File: src/design/sprc_pkg.sv
// Package with register map, field positions, modes and timing constants of the sleep/reset controller.
package sprc_pkg;

   // ----------------------------------------------------------------
   // Register map
   // ----------------------------------------------------------------
   localparam logic [7:0] SPRC_ADDR_SLEEP_CTRL  = 8'h00;
   localparam logic [7:0] SPRC_ADDR_CLK_GATE    = 8'h04;
   localparam logic [7:0] SPRC_ADDR_STATUS      = 8'h08;
   localparam logic [7:0] SPRC_ADDR_FUSES       = 8'h0C;

   localparam int SPRC_SLEEP_ALLOW_BIT = 5;
   localparam int SPRC_MODE_HI         = 4;
   localparam int SPRC_MODE_LO         = 3;
   localparam logic [7:0] SPRC_SLEEP_CTRL_WMASK = 8'h38;
   localparam logic [7:0] SPRC_SLEEP_CTRL_RST   = 8'h00;
   localparam logic [7:0] SPRC_CLK_GATE_RST     = 8'h00;

   // Clock-gate bit positions.
   localparam int SPRC_GATE_TWI    = 7;
   localparam int SPRC_GATE_USART1 = 6;
   localparam int SPRC_GATE_USART0 = 5;
   localparam int SPRC_GATE_SPI    = 4;
   localparam int SPRC_GATE_TIM2   = 3;
   localparam int SPRC_GATE_TIM1   = 2;
   localparam int SPRC_GATE_TIM0   = 1;
   localparam int SPRC_GATE_ADC    = 0;

   // Fuse register fields.
   localparam int SPRC_FUSE_ACT_LO   = 0;
   localparam int SPRC_FUSE_SLP_LO   = 2;
   localparam logic [3:0] SPRC_FUSE_RST = 4'hF;

   // ----------------------------------------------------------------
   // Encodings and types
   // ----------------------------------------------------------------
   localparam logic [1:0] SPRC_SM_IDLE    = 2'h0;
   localparam logic [1:0] SPRC_SM_ADCNR   = 2'h1;
   localparam logic [1:0] SPRC_SM_PWRDOWN = 2'h2;
   localparam logic [1:0] SPRC_SM_STANDBY = 2'h3;

   localparam logic [1:0] SPRC_BOD_RESERVED = 2'h0;
   localparam logic [1:0] SPRC_BOD_SAMPLED  = 2'h1;
   localparam logic [1:0] SPRC_BOD_ENABLED  = 2'h2;
   localparam logic [1:0] SPRC_BOD_DISABLED = 2'h3;

   typedef enum logic [2:0] {
      SPRC_ST_RESET,
      SPRC_ST_ACTIVE,
      SPRC_ST_SLEEP,
      SPRC_ST_WAKE
   } sprc_state_t;

   // ----------------------------------------------------------------
   // Timing
   // ----------------------------------------------------------------
   localparam int SPRC_CLK_HZ        = 25_000_000;
   localparam int SPRC_TOUT_US       = 64;
   localparam int SPRC_TOUT_CYC      = (SPRC_TOUT_US * (SPRC_CLK_HZ / 1_000_000));
   localparam int SPRC_WAKE_STALL    = 4;
   localparam int SPRC_STANDBY_START = 6;
   localparam int SPRC_START_CYC     = 2;
   localparam int SPRC_WDT_PULSE     = 2;
   localparam int SPRC_CNT_W         = 16;
   localparam logic [15:0] SPRC_CNT_ONE = 16'h0001;

   // Clock enables toward the rest of the chip.
   typedef struct packed {
      logic cpu;
      logic flash;
      logic io;
      logic adc;
      logic osc;
   } sprc_clk_en_t;

   // APB request from the master.
   typedef struct packed {
      logic       psel;
      logic       penable;
      logic       pwrite;
      logic [7:0] paddr;
      logic [31:0] pwdata;
   } sprc_apb_req_t;

   // APB answer to the master.
   typedef struct packed {
      logic        pready;
      logic        pslverr;
      logic [31:0] prdata;
   } sprc_apb_rsp_t;

endpackage : sprc_pkg

File: src/design/sprc_top.sv
// Sleep control, peripheral clock gating, reset combining and brown-out mode control.
// ----------------------------------------------------------------
// Overview of operation
// Sleep instruction sleeps only while sleep-allow bit 5 is one.
// Mode bits 4:3 pick idle, ADC noise reduction, power-down or standby.
// Sleep-control bits 7:6 and 2 always read zero.
// Software sets sleep-allow just before sleep and clears it after waking.
// Input buffers off when I/O and ADC clocks stop, except wake pins.
// Clock-gate bit 7 stops the two-wire interface.
// Bits 6 and 5 stop second and first USART; clearing resumes unchanged.
// Bit 4 stops the SPI clock; software reinitialises SPI afterwards.
// Bits 3, 2, 1 freeze timers 2, 1, 0; clearing resumes them.
// Bit 0 stops the ADC and comparator; software disables ADC first.
// Reset loads initial register values; core restarts at reset vector.
// Port pins return to initial state at once on any reset source.
// After all sources release, a delay counter stretches internal reset.
// Internal reset combines power-on, pin, watchdog and brown-out sources.
// Power-on release starts the delay; its reassertion resets at once.
// Enabled reset pin low resets; restart after the time-out period.
// Watchdog makes a short pulse; delay starts on its falling edge.
// Enabled brown-out holds reset until the low-supply indication clears.
// Sampled mode powers detector only on falling edges of 1 kHz tick.
// Sampled detection switches to continuous until reset release and fuse read.
// Active fuse field sets detector mode in active and idle.
// Sleep fuse field sets detector mode in sleep modes beyond idle.
// Interrupt wake stalls the core four cycles beyond start-up time.
// Idle stops CPU and flash; ADC mode stops I/O; power-down stops all.
// Standby keeps the oscillator and wakes within six cycles.
// Gated peripherals stay frozen and their registers are inaccessible.
// Sleep with sleep-allow zero acts as a no-operation.
// ----------------------------------------------------------------
`timescale 1ns/10ps
module sprc_top
   import sprc_pkg::*;
#(
   parameter int TOUT_CYC = SPRC_TOUT_CYC
)
(
   // Clock and asynchronous reset.
   input  wire logic          clk_i,
   input  wire logic          rst_n_i,
   // APB slave.
   input  wire logic          psel_i,
   input  wire logic          penable_i,
   input  wire logic          pwrite_i,
   input  wire logic [7:0]    paddr_i,
   input  wire logic [31:0]   pwdata_i,
   output logic               pready_o,
   output logic               pslverr_o,
   output logic [31:0]        prdata_o,
   // Core interface.
   input  wire logic          sleep_instr_i,
   input  wire logic          wake_irq_i,
   output logic               core_stall_o,
   output logic               core_reset_vec_o,
   // Reset sources, synchronous levels.
   input  wire logic          por_active_i,
   input  wire logic          ext_reset_n_i,
   input  wire logic          ext_reset_en_i,
   input  wire logic          wdt_timeout_i,
   input  wire logic          wdt_enabled_i,
   input  wire logic          bod_low_i,
   input  wire logic          tick_1khz_i,
   input  wire logic [3:0]    fuse_bits_i,
   // Outputs to the chip.
   output logic               int_reset_o,
   output logic               port_reset_o,
   output logic               bod_power_o,
   output logic               input_buf_en_o,
   output sprc_clk_en_t       clk_en_o,
   output logic [7:0]         periph_clk_stop_o
);

   // ----------------------------------------------------------------
   // State
   // ----------------------------------------------------------------
   typedef struct packed {
      sprc_state_t     st;
      logic [7:0]      sleep_ctrl;
      logic [7:0]      clk_gate;
      logic [3:0]      fuses;
      logic [15:0]     cnt;
      logic [1:0]      wdt_cnt;
      logic            wdt_pulse;
      logic            bod_forced;
      logic            tick_prev;
      logic            bod_hit;
      logic            pready;
      logic            pslverr;
      logic [31:0]     prdata;
      logic            int_reset;
      logic            port_reset;
      logic            bod_power;
      logic            input_buf_en;
      sprc_clk_en_t    clk_en;
      logic            stall;
      logic            reset_vec;
   } sprc_regs_t;

   sprc_regs_t q;
   sprc_regs_t d;

   // Every clock enable on, as in active operation.
   localparam sprc_clk_en_t CLK_ALL_ON = '{default: 1'b1};

   // Contents of the state while rst_n_i holds the block.
   localparam sprc_regs_t REGS_RST = '{
      st:           SPRC_ST_RESET,
      sleep_ctrl:   SPRC_SLEEP_CTRL_RST,
      clk_gate:     SPRC_CLK_GATE_RST,
      fuses:        SPRC_FUSE_RST,
      cnt:          16'(TOUT_CYC),
      int_reset:    1'b1,
      port_reset:   1'b1,
      input_buf_en: 1'b1,
      clk_en:       CLK_ALL_ON,
      stall:        1'b1,
      default:      '0
   };

   // Clock enables for a given sleep mode.
   function automatic sprc_clk_en_t mode_clocks(input logic [1:0] sm);
      sprc_clk_en_t c;
      c = '{cpu: 1'b0, flash: 1'b0, io: 1'b1, adc: 1'b1, osc: 1'b1};
      unique case (sm)
         SPRC_SM_IDLE:    c = c;
         SPRC_SM_ADCNR:   c.io = 1'b0;
         SPRC_SM_PWRDOWN: c = '{default: 1'b0};
         SPRC_SM_STANDBY: c = '{cpu: 1'b0, flash: 1'b0, io: 1'b0,
                                adc: 1'b0, osc: 1'b1};
      endcase
      return c;
   endfunction : mode_clocks

   // Detector mode chosen by the fuse fields for the current state.
   function automatic logic [1:0] bod_mode(input logic [3:0] f, input logic sleeping,
                                           input logic [1:0] sm);
      logic [1:0] m;
      m = f[SPRC_FUSE_ACT_LO +: 2];
      if (sleeping && (sm != SPRC_SM_IDLE))
      begin
         m = f[SPRC_FUSE_SLP_LO +: 2];
      end
      return m;
   endfunction : bod_mode

   // Cycles from wake-up until the core runs, start-up plus the stall.
   function automatic logic [15:0] wake_cycles(input logic [1:0] sm);
      logic [15:0] n;
      n = 16'(SPRC_START_CYC + SPRC_WAKE_STALL) - SPRC_CNT_ONE;
      if (sm == SPRC_SM_STANDBY)
      begin
         n = 16'(SPRC_STANDBY_START + SPRC_WAKE_STALL) - SPRC_CNT_ONE;
      end
      return n;
   endfunction : wake_cycles

   // True for an offset that holds a register.
   function automatic logic reg_known(input logic [7:0] a);
      return (a == SPRC_ADDR_SLEEP_CTRL) || (a == SPRC_ADDR_CLK_GATE)
             || (a == SPRC_ADDR_STATUS) || (a == SPRC_ADDR_FUSES);
   endfunction : reg_known

   // ----------------------------------------------------------------
   // Next state
   // ----------------------------------------------------------------
   logic       src_active;
   logic       bod_en;
   logic       bod_trip;
   logic [1:0] eff_mode;
   logic       sleeping;
   logic       tick_fall;
   logic       setup_wr;
   logic       setup_rd;
   logic       bus_acc;

   always_comb
   begin
      d = q;
      sleeping  = (q.st == SPRC_ST_SLEEP);
      tick_fall = q.tick_prev && !tick_1khz_i;
      eff_mode  = bod_mode(q.fuses, sleeping, q.sleep_ctrl[SPRC_MODE_HI:SPRC_MODE_LO]);
      if (q.bod_forced)
      begin
         eff_mode = SPRC_BOD_ENABLED;
      end
      bod_en   = (eff_mode == SPRC_BOD_ENABLED) || (eff_mode == SPRC_BOD_SAMPLED);
      // Continuous mode trips at once; sampled mode only on the tick's falling edge.
      bod_trip = bod_low_i && ((eff_mode == SPRC_BOD_ENABLED)
                 || ((eff_mode == SPRC_BOD_SAMPLED) && tick_fall));
      d.tick_prev = tick_1khz_i;
      d.bod_power = (eff_mode == SPRC_BOD_ENABLED)
                    || ((eff_mode == SPRC_BOD_SAMPLED) && tick_fall);
      if (bod_trip && (eff_mode == SPRC_BOD_SAMPLED))
      begin
         d.bod_forced = 1'b1;
      end
      d.bod_hit = bod_trip || (q.bod_hit && bod_en && bod_low_i);

      // Watchdog expiry becomes a short pulse.
      if (wdt_timeout_i && wdt_enabled_i && (q.wdt_cnt == '0))
      begin
         d.wdt_cnt = 2'(SPRC_WDT_PULSE);
      end
      else if (q.wdt_cnt != '0)
      begin
         d.wdt_cnt = q.wdt_cnt - 2'h1;
      end
      d.wdt_pulse = (d.wdt_cnt != '0);

      src_active = por_active_i
                   || (ext_reset_en_i && !ext_reset_n_i)
                   || d.wdt_pulse
                   || bod_trip || q.bod_hit;


      // ----------------------------------------------------------------
      // Register bus: the slave answers one cycle after the access phase opens.
      // ----------------------------------------------------------------
      setup_rd  = psel_i && penable_i && !q.pready && !pwrite_i;
      setup_wr  = psel_i && penable_i && !q.pready && pwrite_i;
      bus_acc   = psel_i && penable_i && q.pready;
      d.pready  = setup_rd || setup_wr;
      d.pslverr = (setup_rd || setup_wr) && !reg_known(paddr_i);
      d.prdata  = '0;
      if (setup_rd)
      begin
         case (paddr_i)
            SPRC_ADDR_SLEEP_CTRL: d.prdata = 32'(q.sleep_ctrl & SPRC_SLEEP_CTRL_WMASK);
            SPRC_ADDR_CLK_GATE:   d.prdata = 32'(q.clk_gate);
            SPRC_ADDR_STATUS:     d.prdata = 32'({q.bod_forced, q.bod_hit});
            SPRC_ADDR_FUSES:      d.prdata = 32'(q.fuses);
            default:              d.prdata = '0;
         endcase
      end
      // A write lands at the completing edge; the internal reset keeps it out.
      if (bus_acc && pwrite_i && !q.int_reset)
      begin
         if (paddr_i == SPRC_ADDR_SLEEP_CTRL)
         begin
            d.sleep_ctrl = pwdata_i[7:0] & SPRC_SLEEP_CTRL_WMASK;
         end
         if (paddr_i == SPRC_ADDR_CLK_GATE)
         begin
            d.clk_gate = pwdata_i[7:0];
         end
      end

      // ----------------------------------------------------------------
      // Sleep and wake sequence
      // ----------------------------------------------------------------
      unique case (q.st)
         SPRC_ST_RESET:
         begin
            d.stall = 1'b1;
         end
         SPRC_ST_ACTIVE:
         begin
            // Without the allow bit a sleep instruction changes nothing.
            if (sleep_instr_i && q.sleep_ctrl[SPRC_SLEEP_ALLOW_BIT])
            begin
               d.st     = SPRC_ST_SLEEP;
               d.stall  = 1'b1;
               d.clk_en = mode_clocks(q.sleep_ctrl[SPRC_MODE_HI:SPRC_MODE_LO]);
            end
         end
         SPRC_ST_SLEEP:
         begin
            if (wake_irq_i)
            begin
               d.st     = SPRC_ST_WAKE;
               d.clk_en = CLK_ALL_ON;
               d.cnt    = wake_cycles(q.sleep_ctrl[SPRC_MODE_HI:SPRC_MODE_LO]);
            end
         end
         SPRC_ST_WAKE:
         begin
            if (q.cnt != '0)
            begin
               d.cnt = q.cnt - SPRC_CNT_ONE;
            end
            else
            begin
               d.st    = SPRC_ST_ACTIVE;
               d.stall = 1'b0;
            end
         end
         default:
         begin
            d.st = SPRC_ST_RESET;
         end
      endcase

      // ----------------------------------------------------------------
      // Reset combining and stretching
      // ----------------------------------------------------------------
      d.reset_vec = 1'b0;
      if (src_active)
      begin
         // Any active source resets at once and reloads the delay.
         d.int_reset  = 1'b1;
         d.cnt        = 16'(TOUT_CYC);
         d.st         = SPRC_ST_RESET;
         d.stall      = 1'b1;
         d.sleep_ctrl = SPRC_SLEEP_CTRL_RST;
         d.clk_gate   = SPRC_CLK_GATE_RST;
         d.clk_en     = CLK_ALL_ON;
      end
      else if (q.int_reset && (q.cnt != '0))
      begin
         d.cnt = q.cnt - SPRC_CNT_ONE;
      end
      else if (q.int_reset)
      begin
         // Release: the fuses are read in again and the core starts at its vector.
         d.int_reset  = 1'b0;
         d.st         = SPRC_ST_ACTIVE;
         d.stall      = 1'b0;
         d.reset_vec  = 1'b1;
         d.fuses      = fuse_bits_i;
         d.bod_forced = 1'b0;
      end
      d.port_reset   = d.int_reset;
      d.input_buf_en = d.clk_en.io || d.clk_en.adc;
   end

   // ----------------------------------------------------------------
   // State register
   // ----------------------------------------------------------------
   always_ff @(posedge clk_i or negedge rst_n_i)
   begin
      if (!rst_n_i)
      begin
         q <= REGS_RST;
      end
      else
      begin
         q <= d;
      end
   end

   // ----------------------------------------------------------------
   // Outputs
   // ----------------------------------------------------------------
   assign pready_o          = q.pready;
   assign pslverr_o         = q.pslverr;
   assign prdata_o          = q.prdata;
   assign core_stall_o      = q.stall;
   assign core_reset_vec_o  = q.reset_vec;
   assign int_reset_o       = q.int_reset;
   assign port_reset_o      = q.port_reset;
   assign bod_power_o       = q.bod_power;
   assign input_buf_en_o    = q.input_buf_en;
   assign clk_en_o          = q.clk_en;
   assign periph_clk_stop_o = q.clk_gate;

endmodule : sprc_top

File: config.mk
export PLATFORM = sky130hd
export DESIGN_NAME = sprc_top
export DESIGN_NICKNAME = d
export VERILOG_FILES = /design/src/design/sprc_pkg.sv /design/src/design/sprc_top.sv
export SDC_FILE = /design/constraint.sdc
export NUM_CORES = 1
export LEC_CHECK = 0
export BUFFER_PORTS_ARGS = -buffer_cell sky130_fd_sc_hd__buf_2
export CAP_MARGIN = 15
export CORE_ASPECT_RATIO = 0.75
export CORE_MARGIN = 4
export CORE_UTILIZATION = 50
export CTS_BUF_LIST = sky130_fd_sc_hd__clkbuf_8
export DETAILED_ROUTE_END_ITERATION = 6
export PLACE_DENSITY_LB_ADDON = 0.08
export SLEW_MARGIN = 20
export SYNTH_ARGS = -nofsm -noshare
export SYNTH_HDL_FRONTEND = slang
export SYNTH_SLANG_ARGS = --single-unit
File: constraint.sdc
create_clock -name clk_i -period 4.9 [get_ports clk_i]
set_input_delay 0.98 -clock clk_i [delete_from_list [all_inputs] [get_ports clk_i]]
set_output_delay 0.98 -clock clk_i [all_outputs]
set_load 0.1 [all_outputs]
==> out/results.ini <==
[detailed_routing]
wl_met1_um = 3270
finalWirelength_um = 6830
via_count = 2450
detail_route.wl_per_cell_um = 14.8
drt_iter0_markers = 155
met2WireLength_um = 2870
ant_nets = 0
via_per_inst = 5.31
first_pass_iters = 5
route.detailed.drc = 0
wl_met3_um = 612
highest_layer = met4

[timing]
hold_viol = 0
setup_slack_ps = 1660
fin_crit_ps = 3240
finalSetupViolCount = 0
fin_crit_sh_pct = 66.1
worstMarginPinSlew_ps = 804
slew_headroom_pct = 45.9
max_freq_ghz = 0.309
report.final.slew_viol_count = 0
rsz0062_at_grt = false
fin_tns_setup_ps = 0
fin_skew_ps = 6.49

[logic_synthesis]
synth_edf_count = 0
async_reset_ff_share_pct = 100
syn_inst = 331
synth-seq-cells = 58
yosysSeqAreaShare_pct = 45.5
synth.yosys.warnings = 0
ys.flop_type = dfrtp_1
avgSynthCellArea_um2 = 9.76
netlist_area_um2 = 3230
yosys.cell_types.count = 49

[critical_path]
crit_path_end_kind = flip-flop
crit_fanout = 9
required_ps = 5170
cp.arrival_ps = 3520
worstSetupStartpointType = flip-flop
criticalPathCategory = flip-flop to flip-flop

[clock_tree]
cts.path.max_buffers = 2
post_cts_buffers = 0
postCtsResizedCells = 0
cts.sinks = 58
clockRootBuffer = clkbuf_8
h-tree-depth = 3
cts_tree = done
holdBufCountCts = 0
numCtsBuffers = 9
clk_pin_slew_ps = 70
clk_latency_ps = 340

[placed_design]
pre_cts_ws_ps = 1720
hpwlAfterDp_um = 4900
postPlaceCellArea_um2 = 3370
numPortBuffers = 62
finalWeightedCongestion = 0.813
placed_cells = 446

[floorplan]
die_w_um = 101
coreArea_um2 = 6290
dieArea_um2 = 7820
io_pins = 111
fp-row-count = 25
start_util_pct = 51.4
die_y_um = 77.6

[grt]
grt_pass1_vias = 2311
grt_max_degree = 59
grt_overflow_total = 0
grt_antenna_before_repair = 0
grtUsageTotal_pct = 19.2
grt_pass1_wl_um = 11600

[final_layout]
area.growth.synth_to_final_pct = 9.64
antenna_cells = 0
final_cells = 461
design_area_um2 = 3540
nets = 438
drive_above_1_share_pct = 28.9
fill_cells = 596

[status]
outcome = completed

[run]
drv_cap = 0

[power]
ir_drop_uv = 172
p_per_area_nw_per_um2 = 310
p_leak_nw = 1.70

[min_path]
hold_path.class = flip-flop to flip-flop

report_power, final:
part / total [mW] / switching, mW / leakage, nW / internal [mW]
registers: 0.508 / 0.0155 / 0.750 / 0.492
clock network: 0.387 / 0.184 / 0.0961 / 0.203
logic: 0.202 / 0.156 / 0.856 / 0.0460
cells in the mapped netlist (all sizes together), types with 2 or more instances:
cell	instances	area share, %
nor4	8	1.9
nand2b	3	0.58
xnor2	3	0.81
ha	4	1.5
dfrtp	44	34
nor2b	3	0.58
nand4b	3	1.0
or3	6	1.5
nand2	25	2.9
nor2	35	4.1
a211o	2	0.54
a31oi	4	0.77
nand3b	3	0.70
a22oi	2	0.46
mux2i	22	6.8
a21oi	14	2.2
o21ai	17	2.9
o211ai	2	0.46
nor3	8	1.2
nor3b	6	1.4
nand4	3	0.58
a211oi	2	0.62
dfstp	14	11
nand3	10	1.5
o21a	2	0.46
or4	2	0.46
inv	6	0.70
clkbuf	7	0.81
or2	2	0.39
buf	48	11
and3	5	0.97
mux2	6	2.1
state kept, by name, summed over array words and instances (netlist names):
name / flops
q: 31
periph_clk_stop_o: 8
prdata_o: 8
clk_en_o: 4
bod_power_o: 1
core_reset_vec_o: 1
core_stall_o: 1
input_buf_en_o: 1
port_reset_o: 1
pready_o: 1
pslverr_o: 1
placed cells by master, fill, tap and decap left out, types with 3 or more instances in the layout:
cell type	instances
buf_2	62
dfrtp_1	44
nor2_1	35
nand2_1	25
conb_1	25
mux2i_1	22
a21oi_1	14
dfstp_2	14
clkbuf_8	11
o21ai_0	10
nand3_1	10
nor3_1	8
inv_1	7
nor4_1	6
nor3b_1	6
mux2_2	6
and3_1	5
o21ai_1	5
a31oi_1	4
or3_1	4
ha_1	4
nor2b_1	3
nand3b_1	3
nand2b_1	3
nand4_1	3
xnor2_1	3
clkinv_2	3
buf_4	3
metal layers:
layer | track usage, % | vias up
met5 | 0 | -
met4 | 5.25 | 0
met3 | 6.56 | 7
met2 | 26.9 | 100
met1 | 27.9 | 1155
li1 | - | 1188
worst max-delay path, cell delays in order (launching register included):
cell and delay (ps):
dfrtp_1 440, nor2_1 200, o211ai_1 210, mux2i_1 160, or2_2 290, ha_1 190
o21bai_1 230, a211o_1 470, nor2_1 550, o311ai_0 280, nand4_1 160
stage by stage:
stage	hold slack, ps	util [%]	total power [mW]
floorplan	416	-	0.684
global placement	439	53.6	0.716
detailed placement	439	53.6	0.717
CTS	452	56.3	1.11
global route	467	56.3	1.15
finish	444	56.3	1.10
final timing paths:
check | end | slack [ps] | cells after the start | startpoint
setup reg to reg | q[54]$_DFFE_PN0P_ | 1660 | 10 | q[89]$_DFF_PN0_
hold / removal | q[49]$_DFF_PN0_ | 440 | 1 | q[49]$_DFF_PN0_
hold reg to reg | q[49]$_DFF_PN0_ | 440 | 1 | q[49]$_DFF_PN0_
setup / recovery | q[54]$_DFFE_PN0P_ | 1660 | 10 | q[89]$_DFF_PN0_
max in group asynchronous | q[65]$_DFFE_PN0P_ | 3640 | 2 | rst_n_i
min in group asynchronous | q[52]$_DFFE_PN0P_ | 770 | 2 | rst_n_i
kinds of logic after synthesis:
| logic type | count (synthesis) | share of synthesized area, % |
|---|---|---|
| simple gates | 125 | 20.6 |
| buf+inv | 61 | 12.5 |
| flops | 58 | 45.5 |
| compound gates | 51 | 9.99 |
| mux | 28 | 8.91 |
| fa+ha+maj | 4 | 1.55 |
| xor+xnor | 3 | 0.813 |
| other cells | 1 | 0.116 |
area by class of cell:
cell class              count  area (um^2)  area share, %
well taps                  81          101           2.86
inverters                   6         22.5          0.636
multi-input cells         236         1450           40.8
clock buffers              11          151           4.27
repair buffers             65          333           9.40
clock inverters             4         18.8          0.530
flip-flops and latches     58         1470           41.5
(Power assumes the default switching activity.)
